`src/rtl/sysc_pkg.sv`:
```
// Constants shared by the system control register block
// Notes on behaviour
// - Reset-control writes need key 0x05fa in 31:16
// - Bit 15 reads data endianness, read-only
// - Keyed write of bit 2 requests system reset
// - Wake-any bit lets disabled interrupts wake
// - Pending event wakes wait, or is latched
// - Send-event instruction also wakes a wait
// - Deep-select bit chooses sleep or deep sleep
// - Sleep-after-return bit sleeps on handler exit
// - Configuration register is read-only, ignores writes
// - Configuration bit 9 always reads one
// - Stack adjustment kept in status bit 9
// - Bit 3 reads one; unaligned access faults
package sysc_pkg;
    localparam logic [4:0]  OFS_APP_INTERRUPT_RESET_CTRL = 5'h00;
    localparam logic [4:0]  OFS_SYSTEM_CTRL              = 5'h04;
    localparam logic [4:0]  OFS_CORE_CONFIG_CTRL         = 5'h08;
    localparam logic [4:0]  OFS_WAKE_STATUS              = 5'h0c;
    localparam logic [15:0] REGISTER_WRITE_KEY           = 16'h05fa;
    localparam int          KEY_LSB                      = 16;
    localparam int          DATA_ENDIAN_FLAG_BIT         = 15;
    localparam int          SYSTEM_RESET_REQUEST_BIT     = 2;
    localparam int          DEBUG_CLEAR_ACTIVE_BIT       = 1;
    localparam int          WAKE_ON_ANY_PENDING_BIT      = 4;
    localparam int          DEEP_LOW_POWER_SELECT_BIT    = 2;
    localparam int          SLEEP_AFTER_RETURN_BIT       = 1;
    localparam int          STACK_ALIGN_INDICATOR_BIT    = 9;
    localparam int          MISALIGNED_FAULT_BIT         = 3;
    localparam int          STATUS_WAITING_BIT           = 0;
    localparam int          STATUS_LATCHED_BIT           = 1;
    localparam logic [31:0] CORE_CONFIG_VALUE            = 32'h0000_0208;
    localparam logic        SYSTEM_CTRL_RESET            = 1'b0;
    localparam logic [1:0]  SIZE_BYTE                    = 2'h0;
    localparam logic [1:0]  SIZE_HALF                    = 2'h1;
endpackage

```
`src/rtl/sysc_wake_latch.sv`:
```
// Event latch and wait-state tracker for the wait-for-event instruction
`timescale 1ns/100ps
`default_nettype none
module sysc_wake_latch
    import sysc_pkg::*;
(
    input  wire logic clk_in,          // Processor clock
    input  wire logic reset_n_in,      // Async reset, active low
    input  wire logic ce_in,           // Clock enable
    input  wire logic pend_rise_in,    // Qualified interrupt became pending
    input  wire logic event_in,        // Enabled event pulse
    input  wire logic send_event_in,   // Send-event instruction executed
    input  wire logic wait_enter_in,   // Wait-for-event instruction executed
    output logic      waiting_out,     // Core held in wait state
    output logic      wake_out,        // One-cycle wake pulse
    output logic      latched_out      // Event registered for next wait
);
    typedef enum logic {SYSC_RUN, SYSC_WAIT} sysc_wait_e;

    sysc_wait_e state;
    logic       any_event;

    assign any_event = pend_rise_in | event_in | send_event_in;

    always_ff @(posedge clk_in or negedge reset_n_in) begin
        if (!reset_n_in) begin
            state       <= SYSC_RUN;
            wake_out    <= 1'b0;
            latched_out <= 1'b0;
        end else if (ce_in) begin
            wake_out <= 1'b0;
            case (state)
                SYSC_RUN: begin
                    if (wait_enter_in) begin
                        if (latched_out || any_event) begin
                            // Wait returns at once; a fresh event stays latched only if one was already latched
                            wake_out    <= 1'b1;
                            latched_out <= latched_out & any_event;
                        end else begin
                            state <= SYSC_WAIT;
                        end
                    end else if (any_event) begin
                        latched_out <= 1'b1;
                    end
                end
                SYSC_WAIT: begin
                    if (any_event) begin
                        wake_out <= 1'b1;
                        state    <= SYSC_RUN;
                    end
                end
                default: state <= SYSC_RUN;
            endcase
        end
    end

    assign waiting_out = (state == SYSC_WAIT);

    a_wait_send_wake: assert property (@(posedge clk_in) disable iff (!reset_n_in)
        (ce_in && waiting_out && send_event_in) |=> wake_out)
        else $error("send event did not wake waiting core");
    a_latch_fast_return: assert property (@(posedge clk_in) disable iff (!reset_n_in)
        (ce_in && !waiting_out && latched_out && wait_enter_in)
        |=> (wake_out && !waiting_out))
        else $error("latched event did not end the wait at once");
endmodule
`default_nettype wire

```
`src/rtl/sysc_stack_align.sv`:
```
// Stack alignment on exception entry and its undo on exception return
`timescale 1ns/100ps
`default_nettype none
module sysc_stack_align
    import sysc_pkg::*;
(
    input  wire logic        clk_in,         // Processor clock
    input  wire logic        reset_n_in,     // Async reset, active low
    input  wire logic        ce_in,          // Clock enable
    input  wire logic        entry_in,       // Exception entry pulse
    input  wire logic        return_in,      // Exception return pulse
    input  wire logic [31:0] sp_in,          // Stack pointer now
    input  wire logic        stacked_bit_in, // Stacked status bit 9
    output logic [31:0]      sp_out,         // Adjusted stack pointer
    output logic             status_bit_out  // Bit 9 for stacked status
);
    always_ff @(posedge clk_in or negedge reset_n_in) begin
        if (!reset_n_in) begin
            sp_out         <= 32'h0000_0000;
            status_bit_out <= 1'b0;
        end else if (ce_in) begin
            if (entry_in) begin
                // Align down to eight bytes and record bit 2 of the old pointer
                sp_out         <= {sp_in[31:3], 3'h0};
                status_bit_out <= sp_in[2];
            end else if (return_in) begin
                sp_out <= sp_in | {29'h0, stacked_bit_in, 2'h0};
            end
        end
    end

    a_stack_record: assert property (@(posedge clk_in) disable iff (!reset_n_in)
        (ce_in && entry_in) |=> (status_bit_out == $past(sp_in[2])
        && sp_out[2:0] == 3'h0))
        else $error("stack adjustment not recorded");
    a_stack_restore: assert property (@(posedge clk_in) disable iff (!reset_n_in)
        (ce_in && return_in && !entry_in && stacked_bit_in) |=> sp_out[2])
        else $error("stack alignment not restored");
endmodule
`default_nettype wire

```
`src/rtl/sysc_regs.sv`:
```
// System control register bank: reset control, low power, configuration
`timescale 1ns/100ps
`default_nettype none
module sysc_regs
    import sysc_pkg::*;
#(
    parameter int   NUM_IRQ    = 32,   // Interrupt lines watched for wake
    parameter logic BIG_ENDIAN = 1'b0  // Implemented data endianness
)(
    input  wire logic               clk_in,             // Processor clock
    input  wire logic               reset_n_in,         // Async reset, low
    input  wire logic               ce_in,              // Clock enable
    input  wire logic [4:0]         avs_address_in,     // Byte address
    input  wire logic               avs_read_in,        // Read strobe
    input  wire logic               avs_write_in,       // Write strobe
    input  wire logic [31:0]        avs_writedata_in,   // Write data
    input  wire logic [3:0]         avs_byteenable_in,  // Byte lanes
    output logic [31:0]             avs_readdata_out,   // Read data
    output logic                    avs_waitrequest_out,// Stall, high
    input  wire logic [NUM_IRQ-1:0] irq_pending_in,     // Pending lines
    input  wire logic [NUM_IRQ-1:0] irq_enable_in,      // Enable lines
    input  wire logic               event_in,           // Enabled event
    input  wire logic               send_event_in,      // Send event
    input  wire logic               wait_enter_in,      // Wait for event
    input  wire logic               sleep_enter_in,     // Wait for irq
    input  wire logic               handler_return_in,  // Return to thread
    input  wire logic               exc_entry_in,       // Exception entry
    input  wire logic               exc_return_in,      // Exception return
    input  wire logic [31:0]        sp_in,              // Stack pointer
    input  wire logic               stacked_bit_in,     // Stacked bit 9
    input  wire logic               data_access_in,     // Data access
    input  wire logic [1:0]         data_addr_in,       // Low address bits
    input  wire logic [1:0]         data_size_in,       // Access size
    output logic                    sys_reset_req_out,  // Reset request
    output logic                    sleep_out,          // Enter low power
    output logic                    deep_sleep_out,     // Deep mode chosen
    output logic                    waiting_out,        // In wait state
    output logic                    wake_out,           // Wake pulse
    output logic [31:0]             sp_out,             // Adjusted stack
    output logic                    status_bit_out,     // Status bit 9
    output logic                    hard_fault_out      // Fault pulse
);
    logic               wake_on_any_pending;
    logic               deep_low_power_select;
    logic               sleep_after_handler_return;
    logic [NUM_IRQ-1:0] qual_prev;
    logic [NUM_IRQ-1:0] qual_now;
    logic               pend_rise;
    logic               accept;
    logic               wr_ok;
    logic               key_ok;
    logic               misaligned;
    logic               wait_raw;
    logic               wake_raw;
    logic               latched;
    logic [31:0]        next_readdata;

    // Bus accept: one cycle of waitrequest low per request
    assign accept = (avs_read_in | avs_write_in) & !avs_waitrequest_out;
    assign wr_ok  = accept & avs_write_in & (avs_byteenable_in == 4'hf);
    assign key_ok = (avs_writedata_in[31:KEY_LSB]
                    == REGISTER_WRITE_KEY);

    always_ff @(posedge clk_in or negedge reset_n_in) begin
        if (!reset_n_in) begin
            avs_waitrequest_out <= 1'b1;
        end else if (ce_in) begin
            avs_waitrequest_out <= !((avs_read_in | avs_write_in)
                                     & avs_waitrequest_out);
        end
    end

    always_comb begin
        next_readdata = 32'h0000_0000;
        case (avs_address_in)
            OFS_APP_INTERRUPT_RESET_CTRL: begin
                // Key field, reset request and debug bit read as zero
                next_readdata[DATA_ENDIAN_FLAG_BIT] = BIG_ENDIAN;
                next_readdata[SYSTEM_RESET_REQUEST_BIT] = 1'b0;
                next_readdata[DEBUG_CLEAR_ACTIVE_BIT] = 1'b0;
            end
            OFS_SYSTEM_CTRL: begin
                next_readdata[WAKE_ON_ANY_PENDING_BIT]   = wake_on_any_pending;
                next_readdata[DEEP_LOW_POWER_SELECT_BIT] =
                    deep_low_power_select;
                next_readdata[SLEEP_AFTER_RETURN_BIT]    =
                    sleep_after_handler_return;
            end
            OFS_CORE_CONFIG_CTRL: begin
                next_readdata = CORE_CONFIG_VALUE;
            end
            OFS_WAKE_STATUS: begin
                next_readdata[STATUS_WAITING_BIT] = wait_raw;
                next_readdata[STATUS_LATCHED_BIT] = latched;
            end
            default: next_readdata = 32'h0000_0000;
        endcase
    end

    always_ff @(posedge clk_in or negedge reset_n_in) begin
        if (!reset_n_in) begin
            avs_readdata_out <= 32'h0000_0000;
        end else if (ce_in) begin
            if (avs_read_in && avs_waitrequest_out) begin
                avs_readdata_out <= next_readdata;
            end
        end
    end

    // Low-power control bits; reserved positions are not stored
    always_ff @(posedge clk_in or negedge reset_n_in) begin
        if (!reset_n_in) begin
            wake_on_any_pending        <= SYSTEM_CTRL_RESET;
            deep_low_power_select      <= SYSTEM_CTRL_RESET;
            sleep_after_handler_return <= SYSTEM_CTRL_RESET;
        end else if (ce_in) begin
            if (wr_ok && avs_address_in == OFS_SYSTEM_CTRL) begin
                wake_on_any_pending <=
                    avs_writedata_in[WAKE_ON_ANY_PENDING_BIT];
                deep_low_power_select <=
                    avs_writedata_in[DEEP_LOW_POWER_SELECT_BIT];
                sleep_after_handler_return <=
                    avs_writedata_in[SLEEP_AFTER_RETURN_BIT];
            end
        end
    end

    // Reset request pulse; the debug bit is never acted on
    always_ff @(posedge clk_in or negedge reset_n_in) begin
        if (!reset_n_in) begin
            sys_reset_req_out <= 1'b0;
        end else if (ce_in) begin
            sys_reset_req_out <= wr_ok && key_ok
                && avs_address_in == OFS_APP_INTERRUPT_RESET_CTRL
                && avs_writedata_in[SYSTEM_RESET_REQUEST_BIT];
        end
    end

    // Disabled interrupts count only when wake-any is set
    assign qual_now = irq_pending_in
        & (irq_enable_in | {NUM_IRQ{wake_on_any_pending}});
    assign pend_rise = |(qual_now & ~qual_prev);

    always_ff @(posedge clk_in or negedge reset_n_in) begin
        if (!reset_n_in) begin
            qual_prev <= '0;
        end else if (ce_in) begin
            qual_prev <= qual_now;
        end
    end

    sysc_wake_latch u_wake (
        .clk_in        (clk_in),
        .reset_n_in    (reset_n_in),
        .ce_in         (ce_in),
        .pend_rise_in  (pend_rise),
        .event_in      (event_in),
        .send_event_in (send_event_in),
        .wait_enter_in (wait_enter_in),
        .waiting_out   (wait_raw),
        .wake_out      (wake_raw),
        .latched_out   (latched)
    );

    always_ff @(posedge clk_in or negedge reset_n_in) begin
        if (!reset_n_in) begin
            waiting_out <= 1'b0;
            wake_out    <= 1'b0;
        end else if (ce_in) begin
            waiting_out <= wait_raw;
            wake_out    <= wake_raw;
        end
    end

    // Sleep entry by instruction or on return to thread mode
    always_ff @(posedge clk_in or negedge reset_n_in) begin
        if (!reset_n_in) begin
            sleep_out      <= 1'b0;
            deep_sleep_out <= 1'b0;
        end else if (ce_in) begin
            sleep_out <= sleep_enter_in
                | (handler_return_in & sleep_after_handler_return);
            deep_sleep_out <= deep_low_power_select;
        end
    end

    sysc_stack_align u_stack (
        .clk_in         (clk_in),
        .reset_n_in     (reset_n_in),
        .ce_in          (ce_in),
        .entry_in       (exc_entry_in),
        .return_in      (exc_return_in),
        .sp_in          (sp_in),
        .stacked_bit_in (stacked_bit_in),
        .sp_out         (sp_out),
        .status_bit_out (status_bit_out)
    );

    // Any access not aligned to its size traps
    always_comb begin
        case (data_size_in)
            SIZE_BYTE: misaligned = 1'b0;
            SIZE_HALF: misaligned = data_addr_in[0];
            default:   misaligned = |data_addr_in;
        endcase
    end

    always_ff @(posedge clk_in or negedge reset_n_in) begin
        if (!reset_n_in) begin
            hard_fault_out <= 1'b0;
        end else if (ce_in) begin
            hard_fault_out <= data_access_in & misaligned;
        end
    end

    a_key_guard: assert property (@(posedge clk_in) disable iff (!reset_n_in)
        (ce_in && accept && avs_write_in
         && avs_address_in == OFS_APP_INTERRUPT_RESET_CTRL
         && avs_writedata_in[31:16] != 16'h05fa) |=> !sys_reset_req_out)
        else $error("unkeyed write requested reset");
    a_reset_request: assert property (@(posedge clk_in) disable iff (!reset_n_in)
        (ce_in && accept && avs_write_in && avs_byteenable_in == 4'hf
         && avs_address_in == OFS_APP_INTERRUPT_RESET_CTRL
         && avs_writedata_in[31:16] == 16'h05fa && avs_writedata_in[2])
        |=> sys_reset_req_out ##1 !sys_reset_req_out)
        else $error("keyed reset request not a single pulse");
    a_reset_ctrl_read: assert property (@(posedge clk_in) disable iff (!reset_n_in)
        (accept && avs_read_in
         && avs_address_in == OFS_APP_INTERRUPT_RESET_CTRL)
        |-> (avs_readdata_out == {16'h0, BIG_ENDIAN, 15'h0}))
        else $error("reset control read value wrong");
    a_config_read: assert property (@(posedge clk_in) disable iff (!reset_n_in)
        (accept && avs_read_in && avs_address_in == OFS_CORE_CONFIG_CTRL)
        |-> (avs_readdata_out[9] && avs_readdata_out[3]
             && avs_readdata_out == 32'h0000_0208))
        else $error("configuration read value wrong");
    a_ctrl_readback: assert property (@(posedge clk_in) disable iff (!reset_n_in)
        (ce_in && accept && avs_write_in && avs_byteenable_in == 4'hf
         && avs_address_in == OFS_SYSTEM_CTRL)
        |=> ({wake_on_any_pending, deep_low_power_select,
              sleep_after_handler_return}
             == {$past(avs_writedata_in[4]), $past(avs_writedata_in[2]),
                 $past(avs_writedata_in[1])}))
        else $error("control write not stored");
    a_bus_answer: assert property (@(posedge clk_in) disable iff (!reset_n_in)
        (ce_in && (avs_read_in || avs_write_in) && avs_waitrequest_out)
        |=> !avs_waitrequest_out ##1 avs_waitrequest_out)
        else $error("bus answer not one cycle");
    a_exit_sleep: assert property (@(posedge clk_in) disable iff (!reset_n_in)
        (ce_in && handler_return_in && !sleep_enter_in)
        |=> (sleep_out == $past(sleep_after_handler_return)))
        else $error("sleep on handler return wrong");
    a_deep_select: assert property (@(posedge clk_in) disable iff (!reset_n_in)
        sleep_out |-> (deep_sleep_out == $past(deep_low_power_select)))
        else $error("low power mode select wrong");
    a_disabled_wake: assert property (@(posedge clk_in) disable iff (!reset_n_in)
        (ce_in && !wake_on_any_pending && (qual_now != '0))
        |-> ((irq_pending_in & irq_enable_in) != '0))
        else $error("disabled interrupt counted for wake");
    a_misaligned_fault: assert property (@(posedge clk_in) disable iff (!reset_n_in)
        (ce_in && data_access_in && data_size_in == 2'h2 && data_addr_in != 2'h0)
        |=> hard_fault_out)
        else $error("unaligned word access did not fault");
endmodule
`default_nettype wire

```
`config.mk`:
```
export PLATFORM = sky130hd
export DESIGN_NAME = sysc_regs
export DESIGN_NICKNAME = d
export VERILOG_FILES = /design/src/rtl/sysc_pkg.sv /design/src/rtl/sysc_wake_latch.sv /design/src/rtl/sysc_stack_align.sv /design/src/rtl/sysc_regs.sv
export SDC_FILE = /design/constraint.sdc
export NUM_CORES = 1
export LEC_CHECK = 0
export BUFFER_PORTS_ARGS = -buffer_cell sky130_fd_sc_hd__buf_4
export CORE_MARGIN = 2
export CORE_UTILIZATION = 47
export CTS_CLUSTER_DIAMETER = 50
export DETAILED_ROUTE_END_ITERATION = 10
export GPL_ROUTABILITY_DRIVEN = 0
export PLACE_DENSITY = 0.88
export SLEW_MARGIN = 20
export SYNTH_ARGS = -nofsm -noshare
export SYNTH_HDL_FRONTEND = slang
export SYNTH_SLANG_ARGS = --single-unit
```
`constraint.sdc`:
```
create_clock -name clk_in -period 2.6 [get_ports clk_in]
set_input_delay 0.26 -clock clk_in [delete_from_list [all_inputs] [get_ports clk_in]]
set_output_delay 0.26 -clock clk_in [all_outputs]
set_load 0.05 [all_outputs]
```
==> results of run 1 <==
power breakdown:
group          internal, mW  switching (mW)  total (mW)
registers              1.41          0.0711        1.49
clock network         0.716           0.438        1.15
logic                 0.347           0.566       0.913
total                  2.48            1.07        3.55
path summary, 6_finish.rpt:
check / to / cells after the start
min reg2reg: avs_readdata_out[2] / 2
min: u_stack.sp_out[14] / 2
max reg2reg: u_wake.wake_out / 7
max in group asynchronous: avs_waitrequest_out / 3
max: u_wake.wake_out / 7
min in group asynchronous: u_stack.sp_out[8] / 3
flip-flops by register name, indices dropped and copies added (netlist names):
signal,count
qual_prev,32
u_stack.sp_out,32
avs_readdata_out,5
avs_waitrequest_out,1
deep_low_power_select,1
deep_sleep_out,1
hard_fault_out,1
sleep_after_handler_return,1
sleep_out,1
sys_reset_req_out,1
u_stack.status_bit_out,1
u_wake.latched_out,1
u_wake.waiting_out,1
u_wake.wake_out,1
waiting_out,1
wake_on_any_pending,1
wake_out,1
through the flow:
stage	setup slack, ns	instances	hold slack, ns	cell area (um^2)
6_report	0.3325	647	0.1329	5570
2_1_floorplan	0.9971	372	-0.03559	3976
3_3_place_gp	0.4812	630	0.3190	5300
4_1_cts	0.3400	647	0.1108	5570
5_1_grt	0.2052	647	0.1057	5570
3_5_place_dp	0.4052	630	0.3277	5300
layout make-up:
cell class                 instances  area [um^2]
clock buffer                      12        165.2
clock inverter                     4        95.09
fill                             636         2522
inverter                          38        142.6
multi-input combinational        212         1494
sequential                        83         2078
tap                              105        131.4
timing repair buffer             193         1464
layer usage:
| metal | global-route usage | routed length [um] |
|---|---|---|
| met5 | 0 | 0 |
| met4 | 0.09783 | 243 |
| met3 | 0.04230 | 610 |
| met2 | 0.3830 | 5002 |
| met1 | 0.2389 | 3553 |
what timing repair did:
item,4_1_cts,5_1_grt
buffers inserted,0,0
endpoints found under the hold margin,82,0
hold buffers,1,0
cells in the final DEF (no fill, tap or decap), types with 2 or more instances in the layout:
| cell type | n |
|---|---|
| sky130_fd_sc_hd__buf_4 | 191 |
| sky130_fd_sc_hd__nor2_1 | 7 |
| sky130_fd_sc_hd__nand2_1 | 10 |
| sky130_fd_sc_hd__nand2b_1 | 2 |
| sky130_fd_sc_hd__clkbuf_8 | 12 |
| sky130_fd_sc_hd__nor4_1 | 4 |
| sky130_fd_sc_hd__o22ai_1 | 18 |
| sky130_fd_sc_hd__mux2_1 | 35 |
| sky130_fd_sc_hd__conb_1 | 26 |
| sky130_fd_sc_hd__o21a_1 | 2 |
| sky130_fd_sc_hd__dfrtp_1 | 82 |
| sky130_fd_sc_hd__o21ai_0 | 12 |
| sky130_fd_sc_hd__o22a_1 | 2 |
| sky130_fd_sc_hd__mux2_2 | 2 |
| sky130_fd_sc_hd__bufinv_16 | 3 |
| sky130_fd_sc_hd__o21ai_1 | 28 |
| sky130_fd_sc_hd__o211ai_1 | 3 |
| sky130_fd_sc_hd__nand4_1 | 4 |
| sky130_fd_sc_hd__nor3_1 | 4 |
| sky130_fd_sc_hd__inv_1 | 38 |
| sky130_fd_sc_hd__and3_1 | 4 |
| sky130_fd_sc_hd__mux2i_1 | 32 |
| sky130_fd_sc_hd__a21oi_1 | 6 |
worst register-to-register path: cells and delay by family, from the launching register on:
family | cells | cell delay [ns]
AO/OA/AOI/OAI | 3 | 0.55
AND/OR/NAND/NOR | 3 | 0.94
buffers and inverters | 1 | 0.23
flip-flops | 1 | 0.41
cell families after synthesis:
group,after synthesis,share of synthesized area
other cells,1,0.0009659
flops,83,0.5353
buf+inv,77,0.1051
simple gates,41,0.05640
compound gates,76,0.1125
mux,69,0.1898
==> run metrics, run 1 <==
outcome=finished clean; classification of the worst setup path=flip-flop to flip-flop; initial DRC count=76; async set or reset register ratio after synthesis=1.000; share of synthesized area occupied by flip-flops and latches=0.5353; WP data required=2.79 ns; total leakage power=2.843 nW; clock insertion delay at the later pin of the skew report=0.33 ns; number of buffers created by CTS=9; number of hold violations in the final report=0; area delta synth->final=43.47%; overflow left after global routing=0; largest cells by area after synthesis=sky130_fd_sc_hd__dfrtp_1 53%, sky130_fd_sc_hd__mux2_1 10%, sky130_fd_sc_hd__mux2i_1 8.3%, sky130_fd_sc_hd__buf_4 5.2%, sky130_fd_sc_hd__o21ai_1 3.7%; hold wc startpoint=sp_in[14]; aggregate negative setup slack=0 ns; most repeated library cell on the critical path=sky130_fd_sc_hd__o22ai_1; gr usage total=0.2117; average cell area after synthesis=11.19 um^2; combined buffer and inverter count along the critical path=1; cell with the most instances after synthesis=sky130_fd_sc_hd__dfrtp_1; maximum number of pins on one net before global-route repair=84; buffer levels on the longest clock path=2; Max-Slew Margin vs Limit=0.5724; share of post-route cells with drive strength above 1=0.3911; clock skew after layout=0.007481 ns; source of the critical timing path=wake_on_any_pending; Die H=94.89 um; P per Cell Area=637.7 mW/mm^2; core occupancy in the finished layout=0.6883; clock sink total=83; Pwr Total=3.552 mW; Antenna diodes=0; setup slack on the worst flop-to-flop path=0.33 ns; RSZ-0062 raised after global routing=false; first-pass iteration count of the detailed router=4; crit start category=flip-flop; data arrival time of the critical path=2.46 ns; routed wire length=9409 um; total number of H-tree levels=3; number of antenna violations at the first check in global routing=0; Max Fanout on Critical Path=29; number of synthesized register bits=83; PostCTS Resize Cnt=0; post-synth top area share=0.5285; number of global-route vias before repair=3310; leading register cell type out of synthesis=sky130_fd_sc_hd__dfrtp_1; Reg2Reg Launch Point=wake_on_any_pending; starting density of the core=0.4797; area of the die=0.009003 mm^2; kind of path behind the tightest hold check=input pin to flip-flop; number of max-slew violations in the final report=0; Port-buffer cells=187; Worst path slowest cell=sky130_fd_sc_hd__nor4_1; total of max-cap violations=0; number of distinct standard cells referenced by the synthesized netlist=36; dominant cell type by area after synthesis=sky130_fd_sc_hd__dfrtp_1; clock period minus worst slack=2.268 ns; share of the clock period used by the worst path=0.8721; CP delay by family, top=simple AND/OR/NAND/NOR gates; clock tree root driver cell=sky130_fd_sc_hd__clkbuf_8; Detail Route Antenna Nets=0; count of mapped cells out of synthesis=347; CP cell instances=buf_4 > o21ai_0 > o22ai_1 > nor4_1 > nand4_1 > nor3_1 > o22ai_1; first-pass GRT wire length=14890 um; WL per Instance=14.54 um; clock slew at reported path FFs=0.08 ns; horizontal extent of the die=94.89 um; count of flip-flops with a built-in enable after synthesis=0; half-perimeter wire length after detailed placement=7336 um; most frequent cells after synthesis=82 x sky130_fd_sc_hd__dfrtp_1, 38 x sky130_fd_sc_hd__inv_1, 35 x sky130_fd_sc_hd__mux2_1; TritonCTS clock tree=built; I/O pin total=227; Synthesis Warnings=0; vias after detailed routing=3239; row cnt=33; setup-violating endpoint count in the final report=0; Max rail drop VDD=308.4 uV; pin slew with the least headroom to its limit=0.6413 ns; Layout Nets=692; via/cell ratio=5.006; FMAX=441.0 MHz; cell area after synthesis=0.003882 mm^2; peak per-stage delay on the critical path=0.47 ns; DRC Markers=0; placeable core area=0.008093 mm^2; Crit. End Element=flip-flop
Power figures use the tool's default switching activity.
==> inputs of run 2 (changes only) <==
--- a/config.mk
+++ b/config.mk
@@ -6,6 +6,7 @@
 export NUM_CORES = 1
 export LEC_CHECK = 0
 export BUFFER_PORTS_ARGS = -buffer_cell sky130_fd_sc_hd__buf_4
+export CORE_ASPECT_RATIO = 0.5
 export CORE_MARGIN = 2
 export CORE_UTILIZATION = 47
 export CTS_CLUSTER_DIAMETER = 50
==> run metrics, run 2 (same netlist as run 1, synthesis figures left out) <==
number of buffers created by CTS=9; routed wire length=9491 um; clock period minus worst slack=1.981 ns; data arrival time of the critical path=2.19 ns; post-route worst setup slack=0.6189 ns; peak per-stage delay on the critical path=0.44 ns; starting density of the core=0.4853; multi-input gate area in the final layout=0.001494 mm^2; internal power=2.489 mW; Max rail drop VDD=348.6 uV; total number of H-tree levels=3; row cnt=23; clock insertion delay at the later pin of the skew report=0.34 ns; kind of path behind the tightest hold check=input pin to flip-flop; number of global-route vias before repair=3146; WP data required=2.81 ns; TritonCTS clock tree=built; I/O pin total=227; half-perimeter wire length after detailed placement=7005 um; post-CTS setup repair buffer count=0; setup-violating endpoint count in the final report=0; number of antenna violations at the first check in global routing=0; share of the clock period used by the worst path=0.7620; Die H=68.27 um; FMAX=504.8 MHz; most repeated library cell on the critical path=sky130_fd_sc_hd__o22ai_1; Port-buffer cells=187; overflow left after global routing=0; FF+latch area=0.002078 mm^2; worst slack at placement=0.6921 ns; crit start category=flip-flop; placeable core area=0.008000 mm^2; biggest registers after layout=qual_prev x32, u_stack.sp_out x32, avs_readdata_out x5; combinational cell fraction of total power=0.251; maximum number of pins on one net before global-route repair=52; Fillers=587; clock tree root driver cell=sky130_fd_sc_hd__clkbuf_16; net switching power of the design=1.135 mW; Antenna diodes=0; highest-count cells in the layout ignoring fill and taps=191 x sky130_fd_sc_hd__buf_4, 82 x sky130_fd_sc_hd__dfrtp_1, 38 x sky130_fd_sc_hd__inv_1; Max-Slew Margin vs Limit=0.5625; first-pass iteration count of the detailed router=4; initial DRC count=180; most common library cell in the layout ignoring fill and taps=sky130_fd_sc_hd__buf_4; horizontal extent of the die=132.5 um; Reg power frac=0.410; final worst hold slack=0.1363 ns; vias after detailed routing=3255; aggregate negative setup slack=0 ns; Layout Nets=692; Clk pwr share=0.338; clock slew at reported path FFs=0.06 ns; pin slew with the least headroom to its limit=0.6562 ns; share of post-route cells with drive strength above 1=0.3893; area of the die=0.009048 mm^2; combined buffer and inverter count along the critical path=1; DRC Markers=0; CP delay by family, top=compound AO/OA/AOI/OAI gates; number of hold violations in the final report=0; Max Fanout on Critical Path=15; Worst path slowest cell=sky130_fd_sc_hd__dfrtp_1; gr usage total=0.2091; Detail Route Antenna Nets=0; number of max-slew violations in the final report=0; CP cell instances=buf_4 > o21ai_1 > o22ai_1 > nor4_1 > o211ai_1 > nor3_1 > o22ai_1; Crit. End Element=flip-flop; WL per Instance=14.51 um; buffer levels on the longest clock path=2; total of max-cap violations=0; area delta synth->final=44.51%; clock sink total=83; switching share of power=0.3132; outcome=finished clean; clock skew after layout=0.006370 ns; via/cell ratio=4.977; RSZ-0062 raised after global routing=false; total leakage power=2.852 nW; P per Cell Area=646.0 mW/mm^2; classification of the worst setup path=flip-flop to flip-flop; first-pass GRT wire length=14660 um
[run 2: cell type report]
type,count,area share
Sequential cell,83,0.3704
Multi-Input combinational cell,212,0.2663
Timing Repair Buffer,193,0.2609
Clock buffer,13,0.04817
Inverter,38,0.02542
Tap cell,112,0.02498
Clock inverter,3,0.003791
[run 2: power groups by stage]
stage	combinational (mW)	sequential (mW)	clock, mW
4_1_cts	0.918	1.49	1.25
6_report	0.911	1.49	1.23
2_1_floorplan	0.306	1.77	0
3_3_place_gp	0.895	1.50	0
3_5_place_dp	0.913	1.51	0
5_1_grt	0.965	1.50	1.30
[run 2: stage by stage]
step	instances	total power, mW	utilization	cell area, um^2
2_1_floorplan	372	2.075	-	3976
3_3_place_gp	637	2.394	0.6636	5309
3_5_place_dp	637	2.420	0.6636	5309
4_1_cts	654	3.650	0.7013	5610
5_1_grt	654	3.765	0.7013	5610
6_report	654	3.625	0.7013	5610
[run 2: worst paths after layout]
| check | from | endpoint | slack (ns) | cells past startpoint |
|---|---|---|---|---|
| worst max-delay path | wake_on_any_pending | u_wake.wake_out | 0.62 | 7 |
| worst min-delay path | sp_in[20] | u_stack.sp_out[20] | 0.14 | 2 |
| worst max register to register | wake_on_any_pending | u_wake.wake_out | 0.62 | 7 |
| worst min register to register | avs_readdata_out[0] | avs_readdata_out[0] | 0.49 | 2 |
| max in group asynchronous | reset_n_in | avs_waitrequest_out | 1.42 | 3 |
| min in group asynchronous | reset_n_in | hard_fault_out | 0.50 | 2 |
[run 2: routing by layer]
| metal | wire length [um] | up-vias | GRT usage | share of wire |
|---|---|---|---|---|
| met2 | 5204 | 113 | 0.3990 | 0.55 |
| met5 | 0 | - | 0 | 0 |
| met3 | 435 | 17 | 0.05185 | 0.046 |
| li1 | - | 1542 | - | - |
| met4 | 157 | 0 | 0.09140 | 0.017 |
| met1 | 3693 | 1583 | 0.2300 | 0.39 |
[run 2: timing repair]
item | CTS | global route
gates resized for setup | 0 | 0
hold endpoints to repair | 50 | 0
hold buffers | 1 | 0
